File: src/vspg_pkg.sv
// Constants, types and pattern table of the video sync pulse generator.
// Assumes one 25 MHz system clock shared by every module of the block.

package vspg_pkg;

	// ---------------------------------------------------------------
	// Clock and widths
	// ---------------------------------------------------------------
	localparam int CLK_HZ = 25_000_000;
	localparam int CLK_PERIOD_NS = 40;
	localparam int LINE_W = 11;
	localparam int CODE_W = 10;
	localparam int POS_W = 3;
	localparam int HPOS_W = 12;
	localparam int VSYNC_W = 5;
	localparam int VBLANK_W = 7;
	localparam int SHARED_BIT = 9;

	// ---------------------------------------------------------------
	// Line-number decode of the shared top input
	// ---------------------------------------------------------------
	localparam logic [1:0] TOP_WEIGHTS_HIGH = 2'h1;
	localparam logic [1:0] TOP_WEIGHTS_LOW = 2'h2;
	localparam logic [LINE_W-1:0] LINES_MIN = 11'h200;
	localparam logic [LINE_W-1:0] LINES_MAX = 11'h5FF;

	// ---------------------------------------------------------------
	// Pulse placement as fractions of a half line
	// ---------------------------------------------------------------
	localparam int FRONT_SHIFT = 5;
	localparam int SYNC_SHIFT = 3;
	localparam int BLANK_SHIFT_A = 2;
	localparam int BLANK_SHIFT_B = 3;
	localparam int CLAMP_SHIFT = 4;

	// ---------------------------------------------------------------
	// Pattern table
	// ---------------------------------------------------------------
	localparam int LINES_525 = 525;
	localparam int LINES_625 = 625;
	localparam int LINES_735 = 735;
	localparam int LINES_875 = 875;
	localparam int LINES_1023 = 1023;
	localparam int FIELD_60_HZ = 60;
	localparam int FIELD_50_HZ = 50;
	localparam logic [VSYNC_W-1:0] VSYNC_60 = 5'h06;
	localparam logic [VSYNC_W-1:0] VSYNC_50 = 5'h05;

	typedef enum logic [2:0] {
		VSPG_PAT_525 = 3'h0,
		VSPG_PAT_625 = 3'h1,
		VSPG_PAT_735 = 3'h2,
		VSPG_PAT_875 = 3'h3,
		VSPG_PAT_1023 = 3'h4
	} vspg_pattern_type;

	typedef enum logic [1:0] {
		VSPG_LOCK_INT = 2'h0,
		VSPG_LOCK_SYNC = 2'h1,
		VSPG_LOCK_RESET = 2'h2
	} vspg_lock_type;

	typedef struct packed {
		logic [HPOS_W-1:0] ratio;
		logic [VSYNC_W-1:0] vsync_half;
		logic [VBLANK_W-1:0] vblank_half;
	} vspg_timing_type;

	typedef struct packed {
		logic ext_h;
		logic ext_v;
	} vspg_ext_type;

	typedef struct packed {
		logic comp_sync;
		logic comp_blank;
		logic vert;
		logic horiz;
		logic double_rate_n;
		logic merged;
		logic horiz_blank;
		logic clamp;
		logic main_sync;
		logic field;
	} vspg_pulse_type;

	// Clock cycles per half line: clock over lines times field rate
	function automatic vspg_timing_type vspg_timing(input logic [2:0] code);
		vspg_timing_type t;
		t = '0;
		case (code)
			VSPG_PAT_525: begin
				t.ratio = HPOS_W'(CLK_HZ / (LINES_525 * FIELD_60_HZ));
				t.vsync_half = VSYNC_60;
				t.vblank_half = 7'h28;
			end
			VSPG_PAT_735: begin
				t.ratio = HPOS_W'(CLK_HZ / (LINES_735 * FIELD_60_HZ));
				t.vsync_half = VSYNC_60;
				t.vblank_half = 7'h38;
			end
			VSPG_PAT_875: begin
				t.ratio = HPOS_W'(CLK_HZ / (LINES_875 * FIELD_50_HZ));
				t.vsync_half = VSYNC_50;
				t.vblank_half = 7'h46;
			end
			VSPG_PAT_1023: begin
				t.ratio = HPOS_W'(CLK_HZ / (LINES_1023 * FIELD_60_HZ));
				t.vsync_half = VSYNC_60;
				t.vblank_half = 7'h4E;
			end
			default: begin
				t.ratio = HPOS_W'(CLK_HZ / (LINES_625 * FIELD_50_HZ));
				t.vsync_half = VSYNC_50;
				t.vblank_half = 7'h32;
			end
		endcase
		return t;
	endfunction

endpackage

File: src/vspg_sync2.sv
// Two-stage synchroniser for the external lock inputs.
// Assumes the inputs are asynchronous pins; only stage two is read.
`timescale 1ns/1ps

module vspg_sync2 #(
	parameter int WIDTH = 2
) (
	// Clock and reset
	input wire logic i_clk,
	input wire logic i_reset_n,
	// Data
	input wire logic [WIDTH-1:0] i_async,
	output logic [WIDTH-1:0] o_sync
);

	logic [WIDTH-1:0] meta_reg;
	logic [WIDTH-1:0] sync_reg;

	genvar g;
	generate
		for (g = 0; g < WIDTH; g++) begin : g_bit
			always_ff @(posedge i_clk) begin
				if (!i_reset_n) begin
					meta_reg[g] <= 1'b0;
					sync_reg[g] <= 1'b0;
				end else begin
					meta_reg[g] <= i_async[g];
					sync_reg[g] <= meta_reg[g];
				end
			end
		end
	endgenerate

	assign o_sync = sync_reg;

endmodule

File: src/vspg_hdiv.sv
// Horizontal divider: clock cycles within one half line.
// Assumes the ratio is steady except across pattern changes.
`timescale 1ns/1ps

module vspg_hdiv #(
	parameter int HPOS_W = 12
) (
	// Clock and reset
	input wire logic i_clk,
	input wire logic i_reset_n,
	// Control
	input wire logic i_align,
	input wire logic [HPOS_W-1:0] i_ratio,
	// Position
	output logic [HPOS_W-1:0] o_hpos,
	output logic o_tick
);

	logic [HPOS_W-1:0] hpos_reg;
	logic [HPOS_W-1:0] hpos_next;
	wire logic [HPOS_W-1:0] last_pos = i_ratio - HPOS_W'(1);
	wire logic at_end = hpos_reg >= last_pos;

	// Wrap each half line; an external edge restarts the count
	assign hpos_next = (i_align || at_end) ? '0 : hpos_reg + HPOS_W'(1);

	always_ff @(posedge i_clk) begin
		if (!i_reset_n) begin
			hpos_reg <= '0;
		end else begin
			hpos_reg <= hpos_next;
		end
	end

	assign o_hpos = hpos_reg;
	assign o_tick = at_end && !i_align;

endmodule

File: src/vspg_top.sv
// Video sync pulse generator: half-line divider, field line counter
// and pulse decode, with optional lock to external timing inputs.
// Assumes a free-running 25 MHz clock and steady programming inputs.
`timescale 1ns/1ps

// Behaviour
// [RULE_01] Divide clock to double line rate pulses
// [RULE_02] Eleven-bit line counter steps on those pulses
// [RULE_03] Controller sets line count by binary code
// [RULE_04] Shared top input limits range 512-1535
// [RULE_05] Count matches code: clear, restart next pulse
// [RULE_06] Vertical pulse every field, code per frame
// [RULE_07] Even count: no half line, else interlaced
// [RULE_08] Controller drives three-bit pulse position code
// [RULE_09] Five standard patterns by code and clock
// [RULE_10] Clock source must be symmetrical
// [RULE_11] Composite sync, blanking and separate pulses
// [RULE_12] Horizontal blanking and clamp on own outputs
// [RULE_13] Lock to external sync or reset pulses
// [RULE_14] Merged-signal lock uses line, field-reset inputs
// [RULE_15] Select chooses main sync output content
// [RULE_16] Divider ratio gives twice the line rate
module vspg_top #(
	parameter int LINE_W = 11,
	parameter int HPOS_W = 12
) (
	// Clock and reset
	input wire logic i_clk,
	input wire logic i_reset_n,
	// Programming inputs
	input wire logic [9:0] i_line_code,
	input wire logic i_position_code_bit_a,
	input wire logic i_position_code_bit_b,
	input wire logic i_position_code_bit_c,
	input wire logic [1:0] i_lock_mode,
	input wire logic i_sync_select,
	// External timing pins
	input wire logic i_ext_h,
	input wire logic i_ext_v,
	// Pulse outputs
	output logic o_comp_sync,
	output logic o_comp_blank,
	output logic o_vert_pulse,
	output logic o_horiz_pulse,
	output logic o_double_rate_line_pulse_n,
	output logic o_merged_line_field_pulse,
	output logic o_horiz_blank,
	output logic o_clamp,
	output logic o_main_sync,
	output logic o_field
);

	// ---------------------------------------------------------------
	// Parameter checks
	// ---------------------------------------------------------------
	generate
		if (LINE_W != vspg_pkg::LINE_W) begin : g_bad_line_w
			$error("LINE_W must match the line counter width");
		end
		if (HPOS_W != vspg_pkg::HPOS_W) begin : g_bad_hpos_w
			$error("HPOS_W must match the half-line position width");
		end
	endgenerate

	// ---------------------------------------------------------------
	// External inputs
	// ---------------------------------------------------------------
	vspg_pkg::vspg_ext_type ext_sync;
	vspg_pkg::vspg_ext_type ext_d_reg;

	vspg_sync2 #(
		.WIDTH(2)
	) u_sync (
		.i_clk(i_clk),
		.i_reset_n(i_reset_n),
		.i_async({i_ext_h, i_ext_v}),
		.o_sync(ext_sync)
	);

	wire logic lock_on = i_lock_mode != vspg_pkg::VSPG_LOCK_INT;
	wire logic lock_reset = i_lock_mode == vspg_pkg::VSPG_LOCK_RESET;
	wire logic h_align = lock_on && ext_sync.ext_h &&
		!ext_d_reg.ext_h; // [RULE_13]
	wire logic v_align = lock_on && ext_sync.ext_v &&
		!ext_d_reg.ext_v; // [RULE_13]

	// ---------------------------------------------------------------
	// Pattern and line-number decode
	// ---------------------------------------------------------------
	wire logic [2:0] pos_code = {i_position_code_bit_a, i_position_code_bit_b,
		i_position_code_bit_c}; // [RULE_08]
	wire vspg_pkg::vspg_timing_type timing =
		vspg_pkg::vspg_timing(pos_code); // [RULE_09]
	wire logic [HPOS_W-1:0] ratio = timing.ratio; // [RULE_16]
	wire logic [1:0] top_weights = i_line_code[vspg_pkg::SHARED_BIT] ?
		vspg_pkg::TOP_WEIGHTS_HIGH : vspg_pkg::TOP_WEIGHTS_LOW; // [RULE_04]
	wire logic [LINE_W-1:0] line_target = {top_weights,
		i_line_code[vspg_pkg::SHARED_BIT-1:0]}; // [RULE_03]
	wire logic [LINE_W-1:0] target_m1 = line_target - LINE_W'(1);

	// ---------------------------------------------------------------
	// Horizontal divider
	// ---------------------------------------------------------------
	logic [HPOS_W-1:0] hpos;
	logic tick;

	vspg_hdiv #(
		.HPOS_W(HPOS_W)
	) u_hdiv (
		.i_clk(i_clk),
		.i_reset_n(i_reset_n),
		.i_align(h_align),
		.i_ratio(ratio),
		.o_hpos(hpos),
		.o_tick(tick) // [RULE_01]
	);

	// ---------------------------------------------------------------
	// Line phase, vertical counter and field
	// ---------------------------------------------------------------
	logic phase_reg;
	logic phase_next;
	logic [LINE_W-1:0] vcount_reg;
	logic [LINE_W-1:0] vcount_next;
	logic field_reg;
	logic field_next;

	wire logic vmatch = vcount_reg == target_m1; // [RULE_05]

	// Line phase runs free of the field count, so an odd count ends a
	// field in mid line and an even count on a line start
	assign phase_next = h_align ? 1'b0 :
		(tick ? !phase_reg : phase_reg); // [RULE_07]

	assign vcount_next = v_align ? '0 :
		(tick ? (vmatch ? '0 : vcount_reg + LINE_W'(1)) : vcount_reg); // [RULE_02]

	assign field_next = (v_align && lock_reset) ? 1'b0 : // [RULE_14]
		((v_align || (tick && vmatch)) ? !field_reg : field_reg); // [RULE_06]

	always_ff @(posedge i_clk) begin
		if (!i_reset_n) begin
			ext_d_reg <= '0;
			phase_reg <= 1'b0;
			vcount_reg <= '0;
			field_reg <= 1'b0;
		end else begin
			ext_d_reg <= ext_sync;
			phase_reg <= phase_next;
			vcount_reg <= vcount_next;
			field_reg <= field_next;
		end
	end

	// ---------------------------------------------------------------
	// Pulse windows within the half line
	// ---------------------------------------------------------------
	wire logic [HPOS_W-1:0] front_w = ratio >> vspg_pkg::FRONT_SHIFT;
	wire logic [HPOS_W-1:0] sync_w = ratio >> vspg_pkg::SYNC_SHIFT;
	wire logic [HPOS_W-1:0] sync_end = front_w + sync_w;
	wire logic [HPOS_W-1:0] broad_end = front_w + ratio - sync_w;
	wire logic [HPOS_W-1:0] blank_end = (ratio >> vspg_pkg::BLANK_SHIFT_A) +
		(ratio >> vspg_pkg::BLANK_SHIFT_B);
	wire logic [HPOS_W-1:0] clamp_end = sync_end +
		(ratio >> vspg_pkg::CLAMP_SHIFT);

	wire logic in_sync = hpos >= front_w && hpos < sync_end;
	wire logic in_broad = hpos >= front_w && hpos < broad_end;
	wire logic in_hblank = !phase_reg && hpos < blank_end;
	wire logic in_clamp = !phase_reg && hpos >= sync_end && hpos < clamp_end;

	wire logic vsync_win = vcount_reg < LINE_W'(timing.vsync_half); // [RULE_06]
	wire logic vblank_win = vcount_reg < LINE_W'(timing.vblank_half);
	wire logic frame_reset = vcount_reg == '0 && !field_reg;

	// ---------------------------------------------------------------
	// Pulse decode
	// ---------------------------------------------------------------
	vspg_pkg::vspg_pulse_type pulse_reg;
	vspg_pkg::vspg_pulse_type pulse_next;

	wire logic h_pulse = !phase_reg && in_sync; // [RULE_11]
	wire logic pulse_double = in_sync; // [RULE_11]
	wire logic comp_sync = vsync_win ? in_broad : h_pulse; // [RULE_11]
	wire logic merged = pulse_double || (frame_reset && in_broad); // [RULE_11]

	assign pulse_next.comp_sync = comp_sync;
	assign pulse_next.comp_blank = in_hblank || vblank_win; // [RULE_11]
	assign pulse_next.vert = vsync_win;
	assign pulse_next.horiz = h_pulse;
	assign pulse_next.double_rate_n = !pulse_double;
	assign pulse_next.merged = merged;
	assign pulse_next.horiz_blank = in_hblank; // [RULE_12]
	assign pulse_next.clamp = in_clamp && !vblank_win; // [RULE_12]
	assign pulse_next.main_sync = i_sync_select ? merged : comp_sync; // [RULE_15]
	assign pulse_next.field = field_reg;

	always_ff @(posedge i_clk) begin
		if (!i_reset_n) begin
			pulse_reg <= '0;
			pulse_reg.double_rate_n <= 1'b1;
		end else begin
			pulse_reg <= pulse_next;
		end
	end

	// ---------------------------------------------------------------
	// Outputs
	// ---------------------------------------------------------------
	assign o_comp_sync = pulse_reg.comp_sync;
	assign o_comp_blank = pulse_reg.comp_blank;
	assign o_vert_pulse = pulse_reg.vert;
	assign o_horiz_pulse = pulse_reg.horiz;
	assign o_double_rate_line_pulse_n = pulse_reg.double_rate_n;
	assign o_merged_line_field_pulse = pulse_reg.merged;
	assign o_horiz_blank = pulse_reg.horiz_blank;
	assign o_clamp = pulse_reg.clamp;
	assign o_main_sync = pulse_reg.main_sync;
	assign o_field = pulse_reg.field;
endmodule

File: config.mk
export PLATFORM = sky130hd
export DESIGN_NAME = vspg_top
export DESIGN_NICKNAME = d
export VERILOG_FILES = /design/src/vspg_pkg.sv /design/src/vspg_sync2.sv /design/src/vspg_hdiv.sv /design/src/vspg_top.sv
export SDC_FILE = /design/constraint.sdc
export NUM_CORES = 1
export LEC_CHECK = 0
export BUFFER_PORTS_ARGS = -buffer_cell sky130_fd_sc_hd__buf_2
export CAP_MARGIN = 20
export CORE_ASPECT_RATIO = 1.75
export CORE_MARGIN = 5
export CORE_UTILIZATION = 35
export CTS_BUF_LIST = sky130_fd_sc_hd__clkbuf_8
export CTS_CLUSTER_DIAMETER = 100
export DETAILED_ROUTE_END_ITERATION = 6
export PLACE_DENSITY_LB_ADDON = 0.2
export SETUP_SLACK_MARGIN = 0.5
export SLEW_MARGIN = 10
export SYNTH_ARGS = -nofsm -noshare
export SYNTH_HDL_FRONTEND = slang
export SYNTH_SLANG_ARGS = --single-unit
File: constraint.sdc
create_clock -name i_clk -period 4.75 [get_ports i_clk]
set_clock_uncertainty 0.05 [all_clocks]
set_input_delay 0.95 -clock i_clk [delete_from_list [all_inputs] [get_ports i_clk]]
set_output_delay 0.95 -clock i_clk [all_outputs]
set_load 0.05 [all_outputs]
== Yosys cells after proc, flatten, opt, wreduce, memory -nomap -nowiden ==
Cells that the tools add are included.
Storage, ports and cells
  flip-flop bits (word level): 41
Cells by class
  multiplexer cells: 5
  add/subtract/negate cells: 9
  $lt $le $gt $ge: 9
  equal/unequal tests: 5
  bitwise gates (word level): 1
  reductions and logical operators: 34
Operator list (count)
  22-bit case mux with 4 select lines: 1
  1-bit logical AND: 16
  12-bit by 1-bit adder with 12-bit output (second input constant): 1
  7-bit by 12-bit adder with 12-bit output: 1
  12-bit by 10-bit >= comparator with 1-bit output: 1
  12-bit >= comparator: 1
  12-bit by 5-bit >= comparator with 1-bit output: 1
  12-bit by 10-bit less-than comparator with 1-bit output: 1
  12-bit by 11-bit less-than comparator with 1-bit output: 1
  12-bit less-than comparator: 1
  12-bit by 9-bit less-than comparator with 1-bit output: 1
  12-bit by 9-bit subtractor with 12-bit output: 1
  10-bit by 6-bit adder with 11-bit output: 1
  11-bit by 1-bit adder with 11-bit output (second input constant): 1
  11-bit == test: 1
  11-bit zero test: 1
  11-bit by 5-bit less-than comparator with 1-bit output: 1
  11-bit by 7-bit less-than comparator with 1-bit output: 1
  11-bit two-way mux: 1
  10-bit by 1-bit subtractor with 11-bit output (second input constant): 1
  11-bit by 1-bit subtractor with 11-bit output (second input constant): 1
  7-bit by 9-bit adder with 10-bit output: 1
  8-bit by 7-bit adder with 9-bit output: 1
  2-bit OR reduction: 4
  other kinds (10): 21

== Depth between registers and ports, before layout ==
Gate-level depths: netlist of run 1.
  word-level depth: 9
  gate-level depth with buffers: 21

== Modules after synthesis ==
A second synthesis of run 1 with hierarchy kept.
Second synthesis, totals
  cell total of the unflattened synthesis: 523
  area, all modules: 4425.5 sq um
Modules (own cells, without submodules)
  vspg_top: sequential area each 500.5 sq um, times used 1, cells an instance 400, area an instance 3296.9 sq um
  vspg_hdiv: sequential area each 240.2 sq um, times used 1, cells an instance 115, area an instance 1023.5 sq um
  vspg_sync2: sequential area each 80.1 sq um, times used 1, cells an instance 8, area an instance 105.1 sq um

== Worst setup path after synthesis of run 1 ==
No wires, ideal clock.
  path kind: input -> register
  from: input port i_position_code_bit_c
  to: register pulse_reg (netlist bit o_main_sync)
  arrival: 4.907 ns
  cell stages on the path: 20
  path slack: -0.265 ns
  required time: 4.642 ns
  path buffers: 2
  library setup time: 0.058 ns
  path through: buf_2 or2_1 clkbuf_1 a21oi_1 ha_1 ha_1 fa_1 a21o_1 a21oi_1 o21bai_1 a21o_1 a2111o_1 o21ai_1 ha_1 nand4_1 o21ai_0 a21oi_1 nand3_1 a21oi_1 mux2_2
On the way
  word-level cells in the longest chain between the ends: 9
  elaborated cells between the ends (all ways): 19
RTL lines
  start, declared: line vspg_top.sv:34  | input wire logic i_position_code_bit_c,
  3-bit == test, or another cell as far along: line vspg_pkg.sv:91  | case (code)
  22-bit case mux with 4 select lines (*): line vspg_pkg.sv:91
  7-bit by 12-bit adder with 12-bit output: line vspg_top.sv:161  | wire logic [HPOS_W-1:0] broad_end = front_w + ratio - sync_w;
  12-bit by 9-bit subtractor with 12-bit output: line vspg_top.sv:161
  12-bit less-than comparator: line vspg_top.sv:168  | wire logic in_broad = hpos >= front_w && hpos < broad_end;
  1-bit logical AND: line vspg_top.sv:168
  1-bit logical AND: line vspg_top.sv:185  | wire logic merged = pulse_double || (frame_reset && in_broad);
  1-bit logical OR: line vspg_top.sv:185
  1-bit two-way mux (*): line vspg_top.sv:195  | assign pulse_next.main_sync = i_sync_select ? merged : comp_sync;
  end signal, assigned: line vspg_top.sv:203  | pulse_reg <= pulse_next;
  end, declared: line vspg_top.sv:179  | vspg_pkg::vspg_pulse_type pulse_reg;
Every way passes the cells marked *; elsewhere a longest branch is shown, timed or not.
A chain may end at the register's enable or synchronous reset.

== Worst setup path in the final report of run 1 ==
  from: input port i_position_code_bit_b
  to: register pulse_reg (netlist bit o_main_sync)
On the way
  word-level cells in the longest chain between the ends: 9
  elaborated cells between the ends (all ways): 19
RTL lines
  start, declared: line vspg_top.sv:33  | input wire logic i_position_code_bit_b,
  3-bit == test, or another cell as far along: line vspg_pkg.sv:91
  22-bit case mux with 4 select lines (*): line vspg_pkg.sv:91
  7-bit by 12-bit adder with 12-bit output: line vspg_top.sv:161
  12-bit by 9-bit subtractor with 12-bit output: line vspg_top.sv:161
  12-bit less-than comparator: line vspg_top.sv:168
  1-bit logical AND: line vspg_top.sv:168
  1-bit logical AND: line vspg_top.sv:185
  1-bit logical OR: line vspg_top.sv:185
  1-bit two-way mux (*): line vspg_top.sv:195
Marks and branches as above.

==> results.sh, run 1 <==
export IMPL_run_status="complete, no violations"
export IMPL_drc=0
export IMPL_num_vias=3876
export IMPL_yosysTopAreaCell="sky130_fd_sc_hd__ha_1"
export IMPL_setup_viol=0
export IMPL_period_share_pct=88.94
export IMPL_antenna_found_initial=0
export IMPL_finish_instance_area_um2=4941
export IMPL_setup_worst_path_class="in -> reg"
export IMPL_min_to="u_sync.o_sync[0]$_SDFF_PN0_"
export IMPL_cp_required_ns=4.89
export IMPL_ys_dominant_reg_cell="sky130_fd_sc_hd__dfxtp_1"
export IMPL_synth_async_reset_ratio_pct=0
export IMPL_clk_pin_slew_worst_paths_ns=0.09
export IMPL_cp_top_family="compound AO/OA/AOI/OAI gates"
export IMPL_regToRegStartpoint="u_hdiv.o_hpos[0]$_SDFF_PP0_"
export IMPL_utilization_pct=41.39
export IMPL_reg2reg_setup_slack_ns=1.57
export IMPL_dp_slack_ns=0.02112
export IMPL_worstPathCellList="buf_2 > or2_4 > a21oi_4 > ha_4 > ha_4 > fa_2 > a21o_1 > a21oi_2 > o21bai_1 > a21o_1 > a2111o_1 > o21ai_2 > ha_4 > nand4_1 > o21ai_1 > a21oi_2 > nand3_1 > a21oi_2 > mux2_4"
export IMPL_drt_first_pass_iters=5
export IMPL_hold_class="reg -> reg"
export IMPL_net_switching_power_of_the_design_mw=0.3428
export IMPL_nNetsFinal=672
export IMPL_path_buf_inv=1
export IMPL_detail_route_iter0_violations=104
export IMPL_hold_depth=1
export IMPL_core_region_area_um2=11940
export IMPL_crit_path_max_fanout=6
export IMPL_top_level_ports=30
export IMPL_dp_cells=693
export IMPL_avgViaCountPerCell=5.490
export IMPL_clock_insertion_delay_worst_skew_ns=0.31
export IMPL_clk_path_buf_depth=2
export IMPL_slew_headroom_pct=56.50
export IMPL_tightest_slew_ns=0.6361
export IMPL_timing_setup_tns_ns=0
export IMPL_grt_pass1_vias=3843
export IMPL_worst_path_max_delay_cell="sky130_fd_sc_hd__a2111o_1"
export IMPL_wire_per_inst_um=17.62
export IMPL_tritoncts="yes"
export IMPL_clockPowerShare_pct=29.0
export IMPL_num_rows=53
export IMPL_ys_seq_elements=41
export IMPL_setup_repair_after_global_routing_missed_its_margin="yes"
export IMPL_clock_tree_htree_level_count=2
export IMPL_die_area_um2=14510
export IMPL_final_hold_violation_count=0
export IMPL_category_of_the_worst_setup_path_capture_point="flop"
export IMPL_cp_arrival_ns=4.36
export IMPL_max_clock_freq_ghz=0.2367
export IMPL_grt_start_max_net_pins=15
export IMPL_grt_overflow_total=0
export IMPL_seq_total_area_yosys_pct=19.35
export IMPL_critical_path_startpoint_type="input port"
export IMPL_power_density_nw_per_um2=202.8
export IMPL_grt_first_pass_wirelength_um=19530
export IMPL_synthDominantCellAreaShare_pct=23.59
export IMPL_ff_latch_area_um2=820.8
export IMPL_synth_warning_count=0
export IMPL_yosys_cell_count_top_type="sky130_fd_sc_hd__ha_1"
export IMPL_largest_reg_flops=12
export IMPL_fill_cells=1245
export IMPL_share_seq_of_total_power_pct=36.6
export IMPL_track_usage_pct=17.28
export IMPL_multiInputGateArea_um2=3362
export IMPL_drv_slew=0
export IMPL_leakagePower_nw=2.289
export IMPL_placed_area_um2=4718
export IMPL_synthesis_instances=520
export IMPL_n_antenna_cell=0
export IMPL_clock_sinks=41
export IMPL_synthDistinctLibCells=68
export IMPL_fin_crit_ns=4.225
export IMPL_fp_dieH_um=155.7
export IMPL_layout_cells_non_filler=706
export IMPL_gpl_wtd_cong=0.8344
export IMPL_synth_edff_count=0
export IMPL_placement_io_buffers=29
export IMPL_hold_start="u_sync.meta_reg[0]$_SDFF_PN0_"
export IMPL_chipWidth_um=93.23
export IMPL_ant_nets=0
export IMPL_area_growth_syn_to_layout_pct=16.46
export IMPL_dp_hpwl_um=10360
export IMPL_drive_gt1_share_pct=17.93
export IMPL_synth_cell_area_um2=4243
export IMPL_sw_share_pct=34.22
export IMPL_worstRegToRegCells=9
export IMPL_syn_mean_instance_area_um2=8.159
export IMPL_max_cap_violations=0
export IMPL_combPwrFrac_pct=34.4
export IMPL_totalWireLength_um=12440
export IMPL_critical_path_max_stage_delay_ns=0.38
export IMPL_power_internal_mw=0.6590
export IMPL_synth_top_cells_by_area="sky130_fd_sc_hd__ha_1 (24%), sky130_fd_sc_hd__dfxtp_1 (19%), sky130_fd_sc_hd__xnor2_1 (5.0%), sky130_fd_sc_hd__nor2_1 (3.9%), sky130_fd_sc_hd__a21oi_1 (3.4%)"
export IMPL_worstReg2RegEnd="vcount_reg[2]$_SDFFE_PP0P_"
export IMPL_cts_root_buf="sky130_fd_sc_hd__clkbuf_8"
export IMPL_synth_cells_most_frequent="sky130_fd_sc_hd__ha_1 (80), sky130_fd_sc_hd__nor2_1 (44), sky130_fd_sc_hd__dfxtp_1 (41), sky130_fd_sc_hd__inv_1 (36), sky130_fd_sc_hd__nand2_1 (34)"
export IMPL_ir_worst_vdd_uv=82.08
export IMPL_initial_core_util_pct=35.55
export IMPL_final_critical_path_setup_slack_ns=0.5255
export IMPL_cts_buffers_inserted=5
-- power by group through the flow --
stage,combinational (mW),sequential (mW),clock [mW]
floorplan,0.222,0.388,0
global placement,0.326,0.375,0
detailed placement,0.330,0.375,0
CTS,0.335,0.367,0.296
global route,0.382,0.368,0.306
finish,0.344,0.367,0.291
-- per-stage QoR --
stage / hold slack [ns] / total power, mW
floorplan: 0.3619 / 0.6093
global placement: 0.3650 / 0.7008
detailed placement: 0.3784 / 0.7051
CTS: 0.3997 / 0.9978
global route: 0.4340 / 1.057
finish: 0.3985 / 1.002
-- cell type report --
cell class,instances,area share (%)
sequential,41,16.61
clock buffer,5,1.393
inverter,39,3.115
multi-input combinational,429,68.04
tap,137,3.469
timing repair buffer,52,6.508
clock inverter,3,0.8610
-- worst max-delay path by stage --
| stage | slack [ns] | from | cells past startpoint | endpoint |
|---|---|---|---|---|
| floorplan | 0.32 | i_position_code_bit_c | 20 | o_main_sync$_SDFF_PN0_ |
| global placement | 0.07 | i_position_code_bit_b | 19 | o_main_sync$_SDFF_PN0_ |
| detailed placement | 0.02 | i_position_code_bit_b | 19 | o_main_sync$_SDFF_PN0_ |
| CTS | 0.51 | i_position_code_bit_b | 19 | o_main_sync$_SDFF_PN0_ |
| global route | 0.33 | i_position_code_bit_b | 19 | o_main_sync$_SDFF_PN0_ |
| finish | 0.53 | i_position_code_bit_b | 19 | o_main_sync$_SDFF_PN0_ |
-- routing by layer --
metal	wire [um]	global-route usage [%]	up-vias
li1	-	-	1958
met1	4472	16.16	1822
met5	0	0	-
met3	211	1.207	32
met4	629	9.154	0
met2	7129	35.60	64
-- cell families after synthesis --
family | count (synthesis) | share of synthesized area (%)
DFF | 41 | 19.35
muxes | 7 | 1.710
adders and majority gates | 84 | 25.48
AOI/OAI and AO/OA | 109 | 16.93
other | 1 | 0.08838
and+or+nand+nor | 187 | 23.62
buffers and inverters | 51 | 4.571
xor gates and xnor gates | 40 | 8.257
-- timing repair --
| item | in CTS | in global routing |
|---|---|---|
| buffers inserted | 0 | 5 |
| hold endpoints to repair | 0 | 0 |
| resized for setup | 5 | 13 |
| pin swaps | 3 | 9 |
| hold buffers | 0 | 0 |
| endpoints found under the setup margin | 4 | 13 |
-- layout by cell type, fill, tap and decap left out, types with 4 or more instances in the layout --
master	count
sky130_fd_sc_hd__buf_2	29
sky130_fd_sc_hd__a21oi_2	8
sky130_fd_sc_hd__nand3_1	26
sky130_fd_sc_hd__buf_4	22
sky130_fd_sc_hd__inv_1	35
sky130_fd_sc_hd__nor2_1	43
sky130_fd_sc_hd__xor2_1	16
sky130_fd_sc_hd__o31ai_1	5
sky130_fd_sc_hd__a21o_1	8
sky130_fd_sc_hd__dfxtp_1	41
sky130_fd_sc_hd__nand2_1	32
sky130_fd_sc_hd__a211oi_1	4
sky130_fd_sc_hd__nor4_1	8
sky130_fd_sc_hd__o21a_1	6
sky130_fd_sc_hd__and3_1	7
sky130_fd_sc_hd__nor3_1	10
sky130_fd_sc_hd__mux2i_1	5
sky130_fd_sc_hd__inv_2	4
sky130_fd_sc_hd__nand2b_1	7
sky130_fd_sc_hd__nor2b_1	6
sky130_fd_sc_hd__nand4_1	5
sky130_fd_sc_hd__ha_1	77
sky130_fd_sc_hd__xnor2_1	24
sky130_fd_sc_hd__clkbuf_8	5
sky130_fd_sc_hd__o21ai_0	12
sky130_fd_sc_hd__and2_1	9
sky130_fd_sc_hd__o21ai_1	11
sky130_fd_sc_hd__a31oi_1	7
sky130_fd_sc_hd__a21oi_1	20
Note: power is estimated with default switching activity, not from simulation.
==> run 2, diff against run 1 <==
clock period = 4.4 ns   (was 4.75 ns; I/O delays follow)
==> run 2 against run 1 <==
  * Total power up 16%
  * Cell area grew 10%
  * Non-clock buffer count grew 39
  * Routed wire length up 3.1%
  * Die area stayed put
  * Sequential power rose by 8.2%
  * First-iteration DRC count rose by 5.8%
  * Flip-flop and latch count did not move
  * Largest cell class unchanged
  * Largest power group is now combinational cells
==> results.sh, run 2 (synthesis results as in run 1) <==
export IMPL_run_status="complete, no violations"
export IMPL_dp_cells=726
export IMPL_die_area_um2=14510
export IMPL_layout_cells_non_filler=745
export IMPL_critical_path_startpoint_type="input port"
export IMPL_critical_path_max_stage_delay_ns=0.43
export IMPL_track_usage_pct=17.75
export IMPL_timing_setup_tns_ns=0
export IMPL_area_growth_syn_to_layout_pct=28.04
export IMPL_grt_start_max_net_pins=15
export IMPL_drive_gt1_share_pct=26.32
export IMPL_nNetsFinal=711
export IMPL_clock_insertion_delay_worst_skew_ns=0.31
export IMPL_final_hold_violation_count=0
export IMPL_regToRegStartpoint="u_hdiv.o_hpos[0]$_SDFF_PP0_"
export IMPL_hold_slack_ns=0.3916
export IMPL_hold_class="reg -> reg"
export IMPL_gpl_wtd_cong=0.8470
export IMPL_fp_dieH_um=155.7
export IMPL_n_antenna_cell=0
export IMPL_setup_repair_after_global_routing_missed_its_margin="yes"
export IMPL_worstPathCellList="buf_6 > or2_4 > buf_12 > a21oi_4 > ha_4 > ha_4 > fa_2 > a21o_1 > a21oi_2 > o21bai_1 > a21o_1 > a2111o_1 > o21ai_2 > ha_1 > nand4_1 > o21ai_1 > a21oi_2 > nand3_1 > a21oi_2 > mux2_4"
export IMPL_fin_crit_ns=4.106
export IMPL_worst_path_max_delay_cell="sky130_fd_sc_hd__a2111o_1"
export IMPL_cp_arrival_ns=4.32
export IMPL_dp_hpwl_um=10510
export IMPL_worstRegToRegCells=9
export IMPL_min_to="u_sync.o_sync[1]$_SDFF_PN0_"
export IMPL_grt_pass1_vias=4152
export IMPL_num_vias=4082
export IMPL_totalWireLength_um=12830
export IMPL_ir_worst_vdd_uv=182.7
export IMPL_period_share_pct=93.33
export IMPL_tritoncts="yes"
export IMPL_timing_critical_path_mode_cell="sky130_fd_sc_hd__a21oi_2"
export IMPL_worstReg2RegEnd="u_hdiv.o_hpos[7]$_SDFF_PP0_"
export IMPL_clock_tree_htree_level_count=2
export IMPL_fill_cells=1180
export IMPL_critPathLaunch="i_position_code_bit_b"
export IMPL_cp_top_family="compound AO/OA/AOI/OAI gates"
export IMPL_clk_path_buf_depth=2
export IMPL_cp_required_ns=4.61
export IMPL_top_level_ports=30
export IMPL_hold_start="u_sync.meta_reg[1]$_SDFF_PN0_"
export IMPL_clk_pin_slew_worst_paths_ns=0.08
export IMPL_chipWidth_um=93.23
export IMPL_drc=0
export IMPL_grt_overflow_total=0
export IMPL_max_clock_freq_ghz=0.2435
export IMPL_clock_sinks=41
export IMPL_power_density_nw_per_um2=213.9
export IMPL_tightest_slew_ns=0.6657
export IMPL_worstSetupPathDepth=20
export IMPL_detail_route_iter0_violations=110
export IMPL_setup_worst_path_class="in -> reg"
export IMPL_leakagePower_nw=2.516
export IMPL_mostFrequentLayoutCell="sky130_fd_sc_hd__ha_1"
export IMPL_path_buf_inv=2
export IMPL_largest_reg_flops=12
export IMPL_cts_buffers_inserted=5
export IMPL_drv_slew=0
export IMPL_grt_first_pass_wirelength_um=20150
export IMPL_max_cap_violations=0
export IMPL_num_rows=53
export IMPL_reg2reg_setup_slack_ns=1.45
export IMPL_hold_depth=1
export IMPL_setup_viol=0
export IMPL_cts_root_buf="sky130_fd_sc_hd__clkbuf_8"
export IMPL_category_of_the_worst_setup_path_capture_point="flop"
export IMPL_initial_core_util_pct=35.55
export IMPL_ant_nets=0
export IMPL_core_region_area_um2=11940
export IMPL_postCtsHoldBufs=0
export IMPL_placement_io_buffers=29
export IMPL_drt_first_pass_iters=4
export IMPL_crit_path_max_fanout=6
export IMPL_antenna_found_initial=0
export IMPL_wire_per_inst_um=17.22
export IMPL_most_common_layout_cells="sky130_fd_sc_hd__ha_1 (72), sky130_fd_sc_hd__buf_4 (55), sky130_fd_sc_hd__nor2_1 (42), sky130_fd_sc_hd__dfxtp_1 (41), sky130_fd_sc_hd__inv_1 (34)"
export IMPL_slew_headroom_pct=55.21
export IMPL_avgViaCountPerCell=5.479
[run 2: power breakdown]
group / switching, mW / internal (mW)
Sequential: 0.0129 / 0.384
Combinational: 0.234 / 0.216
Clock: 0.147 / 0.168
Total: 0.394 / 0.768
[run 2: worst max-delay path by stage]
stage / endpoint
after floorplan: o_main_sync$_SDFF_PN0_
after global placement: o_main_sync$_SDFF_PN0_
after detailed placement: o_main_sync$_SDFF_PN0_
after CTS: o_main_sync$_SDFF_PN0_
after global routing: o_main_sync$_SDFF_PN0_
final: o_main_sync$_SDFF_PN0_
[run 2: area by class of cell]
class                           instances  area [um2]  share of cell area (%)
Clock buffer                            5       68.82                   1.267
Timing Repair Buffer                   91       666.9                   12.28
Multi-Input combinational cell        429        3508                   64.58
Clock inverter                          3       42.54                  0.7830
Inverter                               39       153.9                   2.833
Sequential cell                        41       820.8                   15.11
Tap cell                              137       171.4                   3.155
[run 2: stage by stage]
stage	worst slack, ns	utilization [%]	cell area, um2	total power, mW
finish	0.2937	45.51	5433	1.162
CTS	0.2793	43.68	5214	1.132
global placement	-0.1424	41.71	4979	0.7931
floorplan	0.04397	-	4335	0.6578
global route	0.1240	45.51	5433	1.232
detailed placement	-0.1993	41.71	4979	0.8017
[run 2: layer usage]
layer | track usage (%) | share of wire (%) | vias up
li1 | - | - | 2038
met1 | 15.85 | 34 | 1935
met2 | 36.42 | 58 | 70
met3 | 1.544 | 1.8 | 39
met5 | 0 | 0 | -
met4 | 11.11 | 5.9 | 0
[run 2: worst register-to-register path, delay by kind of cell, from the launching register on]
kind            cells  cell delay (ns)
compound gates      1             0.45
simple gates        5             1.06
flops               1             0.57
fa+ha+maj           1             0.32
buf+inv             2             0.42
[run 2: timing repair]
action,in CTS,in global routing
pin swaps,14,26
endpoints found under the setup margin,5,27
resized for setup,18,34
setup buffers,6,5
==> run 3, diff against run 2 <==
CORE_UTILIZATION = 48   (was 35)
==> run 3 against run 2 <==
  * Worst hold slack improved by 0.0011 ns
  * Total power is 3.0% lower
  * Clock power fell by 2%
  * Die area fell by 25%
  * Cell area is 4.4% lower
  * Critical path depth unchanged
  * Count of clock-buffer cells in the layout unchanged
  * Largest power group unchanged
  * Sequential share of layout area increased by 0.69 points
  * Flip-flop and latch count stayed put
  * Critical endpoint unchanged
  * Register-to-register slack worse by 0.02 ns
  * Non-clock buffer count down 13
==> results.sh, run 3 (synthesis results as in run 1) <==
export IMPL_hold_class="reg -> reg"
export IMPL_placement_io_buffers=29
export IMPL_grt_pass1_vias=4265
export IMPL_sw_share_pct=33.52
export IMPL_dp_slack_ns=-0.1824
export IMPL_net_switching_power_of_the_design_mw=0.3777
export IMPL_tritoncts="yes"
export IMPL_power_internal_mw=0.7491
export IMPL_clock_tree_htree_level_count=2
export IMPL_chipWidth_um=81.07
export IMPL_min_to="u_sync.o_sync[1]$_SDFF_PN0_"
export IMPL_clock_sinks=41
export IMPL_drive_gt1_share_pct=22.86
export IMPL_clk_path_buf_depth=2
export IMPL_ir_worst_vdd_uv=264.2
export IMPL_fin_crit_ns=4.104
export IMPL_setup_viol=0
export IMPL_worstPathCellList="buf_8 > or2_4 > buf_6 > fa_1 > inv_1 > ha_1 > a21o_1 > a21oi_2 > o21bai_1 > a21o_1 > buf_4 > a21oi_2 > o21ai_1 > ha_1 > nand4_1 > o21ai_1 > a21oi_2 > nand3_1 > a21oi_2 > mux2_4"
export IMPL_timing_setup_tns_ns=0
export IMPL_cts_buffers_inserted=5
export IMPL_grt_start_max_net_pins=15
export IMPL_run_status="complete, no violations"
export IMPL_mostFrequentLayoutCell="sky130_fd_sc_hd__ha_1"
export IMPL_area_growth_syn_to_layout_pct=22.47
export IMPL_grt_overflow_total=0
export IMPL_num_vias=4091
export IMPL_antenna_found_initial=0
export IMPL_hold_slack_ns=0.3927
export IMPL_wire_per_inst_um=17.26
export IMPL_worstReg2RegEnd="u_hdiv.o_hpos[9]$_SDFF_PP0_"
export IMPL_worst_path_max_delay_cell="sky130_fd_sc_hd__fa_1"
export IMPL_period_share_pct=93.28
export IMPL_path_buf_inv=4
export IMPL_cp_required_ns=4.55
export IMPL_max_clock_freq_ghz=0.2436
export IMPL_regToRegStartpoint="u_hdiv.o_hpos[0]$_SDFF_PP0_"
export IMPL_slew_headroom_pct=51.00
export IMPL_tightest_slew_ns=0.7164
export IMPL_largest_reg_flops=12
export IMPL_final_critical_path_setup_slack_ns=0.2957
export IMPL_power_density_nw_per_um2=216.8
export IMPL_detail_route_iter0_violations=182
export IMPL_crit_path_max_fanout=6
export IMPL_hold_start="u_sync.meta_reg[1]$_SDFF_PN0_"
export IMPL_gpl_wtd_cong=0.9268
export IMPL_grt_first_pass_wirelength_um=19980
export IMPL_nNetsFinal=698
export IMPL_critical_path_startpoint_type="input port"
export IMPL_setup_repair_after_global_routing_missed_its_margin="yes"
export IMPL_avgViaCountPerCell=5.746
export IMPL_dp_cells=697
export IMPL_critical_path_max_stage_delay_ns=0.49
export IMPL_setup_worst_path_class="in -> reg"
export IMPL_hold_depth=1
export IMPL_combPwrFrac_pct=37.5
export IMPL_most_common_layout_cells="sky130_fd_sc_hd__ha_1 (74), sky130_fd_sc_hd__buf_4 (46), sky130_fd_sc_hd__nor2_1 (43), sky130_fd_sc_hd__dfxtp_1 (41), sky130_fd_sc_hd__inv_1 (35)"
export IMPL_utilization_pct=59.93
export IMPL_totalWireLength_um=12290
export IMPL_track_usage_pct=23.71
export IMPL_drt_first_pass_iters=4
export IMPL_max_cap_violations=0
export IMPL_fp_dieH_um=134.4
export IMPL_drc=0
export IMPL_worstRegToRegCells=10
export IMPL_n_antenna_cell=0
export IMPL_core_region_area_um2=8671
export IMPL_category_of_the_worst_setup_path_capture_point="flop"
export IMPL_clock_insertion_delay_worst_skew_ns=0.31
export IMPL_leakagePower_nw=2.426
export IMPL_timing_critical_path_mode_cell="sky130_fd_sc_hd__a21oi_2"
export IMPL_cp_top_family="compound AO/OA/AOI/OAI gates"
export IMPL_cts_root_buf="sky130_fd_sc_hd__clkbuf_8"
export IMPL_drv_slew=0
export IMPL_power_total_mw=1.127
export IMPL_top_level_ports=30
export IMPL_final_hold_violation_count=0
export IMPL_layout_cells_non_filler=712
export IMPL_dp_hpwl_um=9935
export IMPL_placed_area_um2=4873
export IMPL_ant_nets=0
export IMPL_share_seq_of_total_power_pct=35.1
export IMPL_clockPowerShare_pct=27.5
export IMPL_die_area_um2=10890
export IMPL_clk_pin_slew_worst_paths_ns=0.08
export IMPL_initial_core_util_pct=48.93
export IMPL_num_rows=45
export IMPL_cp_arrival_ns=4.26
export IMPL_finish_instance_area_um2=5196
export IMPL_reg2reg_setup_slack_ns=1.43
==> run 3: cell count changes in the layout (fill, tap and decap cells not counted), sizes merged <==
cell and delta:
buf -13
==> run 3: layout make-up <==
type | count | area [um2]
clock buffers | 5 | 68.82
clock inverters | 3 | 42.54
fillers | 822 | 3475
inverters | 39 | 153.9
multi-input cells | 429 | 3423
flip-flops and latches | 41 | 820.8
well taps | 117 | 146.4
repair buffers | 78 | 540.5
==> run 3: how the worst max path moves through the flow <==
stage	start	to	cells after the start
2_1_floorplan	i_position_code_bit_c	o_main_sync$_SDFF_PN0_	20
3_3_place_gp	i_position_code_bit_b	o_main_sync$_SDFF_PN0_	19
3_5_place_dp	i_position_code_bit_b	o_main_sync$_SDFF_PN0_	20
4_1_cts	i_position_code_bit_c	o_main_sync$_SDFF_PN0_	19
5_1_grt	i_position_code_bit_b	o_main_sync$_SDFF_PN0_	20
6_report	i_position_code_bit_b	o_main_sync$_SDFF_PN0_	20
==> run 3: repair_timing <==
action	CTS	global route
setup endpoints to repair	24	25
endpoints found under the hold margin	0	0
pin swaps	21	22
gates cloned	0	0
hold buffers	0	0
setup buffers	5	2
resized for setup	21	18
==> run 3: per-layer routing <==
metal | part of all wire (%) | global-route usage, % | vias up | wire (um)
met5 | 0 | 0 | - | 0
met4 | 6.3 | 15.04 | 0 | 780
met3 | 2.5 | 3.360 | 48 | 302
met2 | 57 | 46.48 | 92 | 6980
met1 | 34 | 21.43 | 1934 | 4227
li1 | - | - | 2017 | -
==> run 3: worst reg2reg max path, stage by stage, from the launching register on <==
cell                        delay [ns]
sky130_fd_sc_hd__dfxtp_1          0.31
sky130_fd_sc_hd__buf_4            0.17
sky130_fd_sc_hd__inv_1            0.11
sky130_fd_sc_hd__ha_1             0.29
sky130_fd_sc_hd__nand2b_1         0.14
sky130_fd_sc_hd__a2111oi_0        0.68
sky130_fd_sc_hd__buf_4            0.23
sky130_fd_sc_hd__nor3_1           0.05
sky130_fd_sc_hd__nor3_1           0.26
sky130_fd_sc_hd__nand3_1          0.41
sky130_fd_sc_hd__nor2_1           0.21
==> run 3: power groups by stage <==
stage          clock network [mW]  registers (mW)  logic, mW
4_1_cts                     0.311           0.395      0.408
2_1_floorplan                   0           0.419      0.239
5_1_grt                     0.328           0.396      0.468
6_report                    0.309           0.395      0.422
3_3_place_gp                    0           0.403      0.370
3_5_place_dp                    0           0.403      0.382
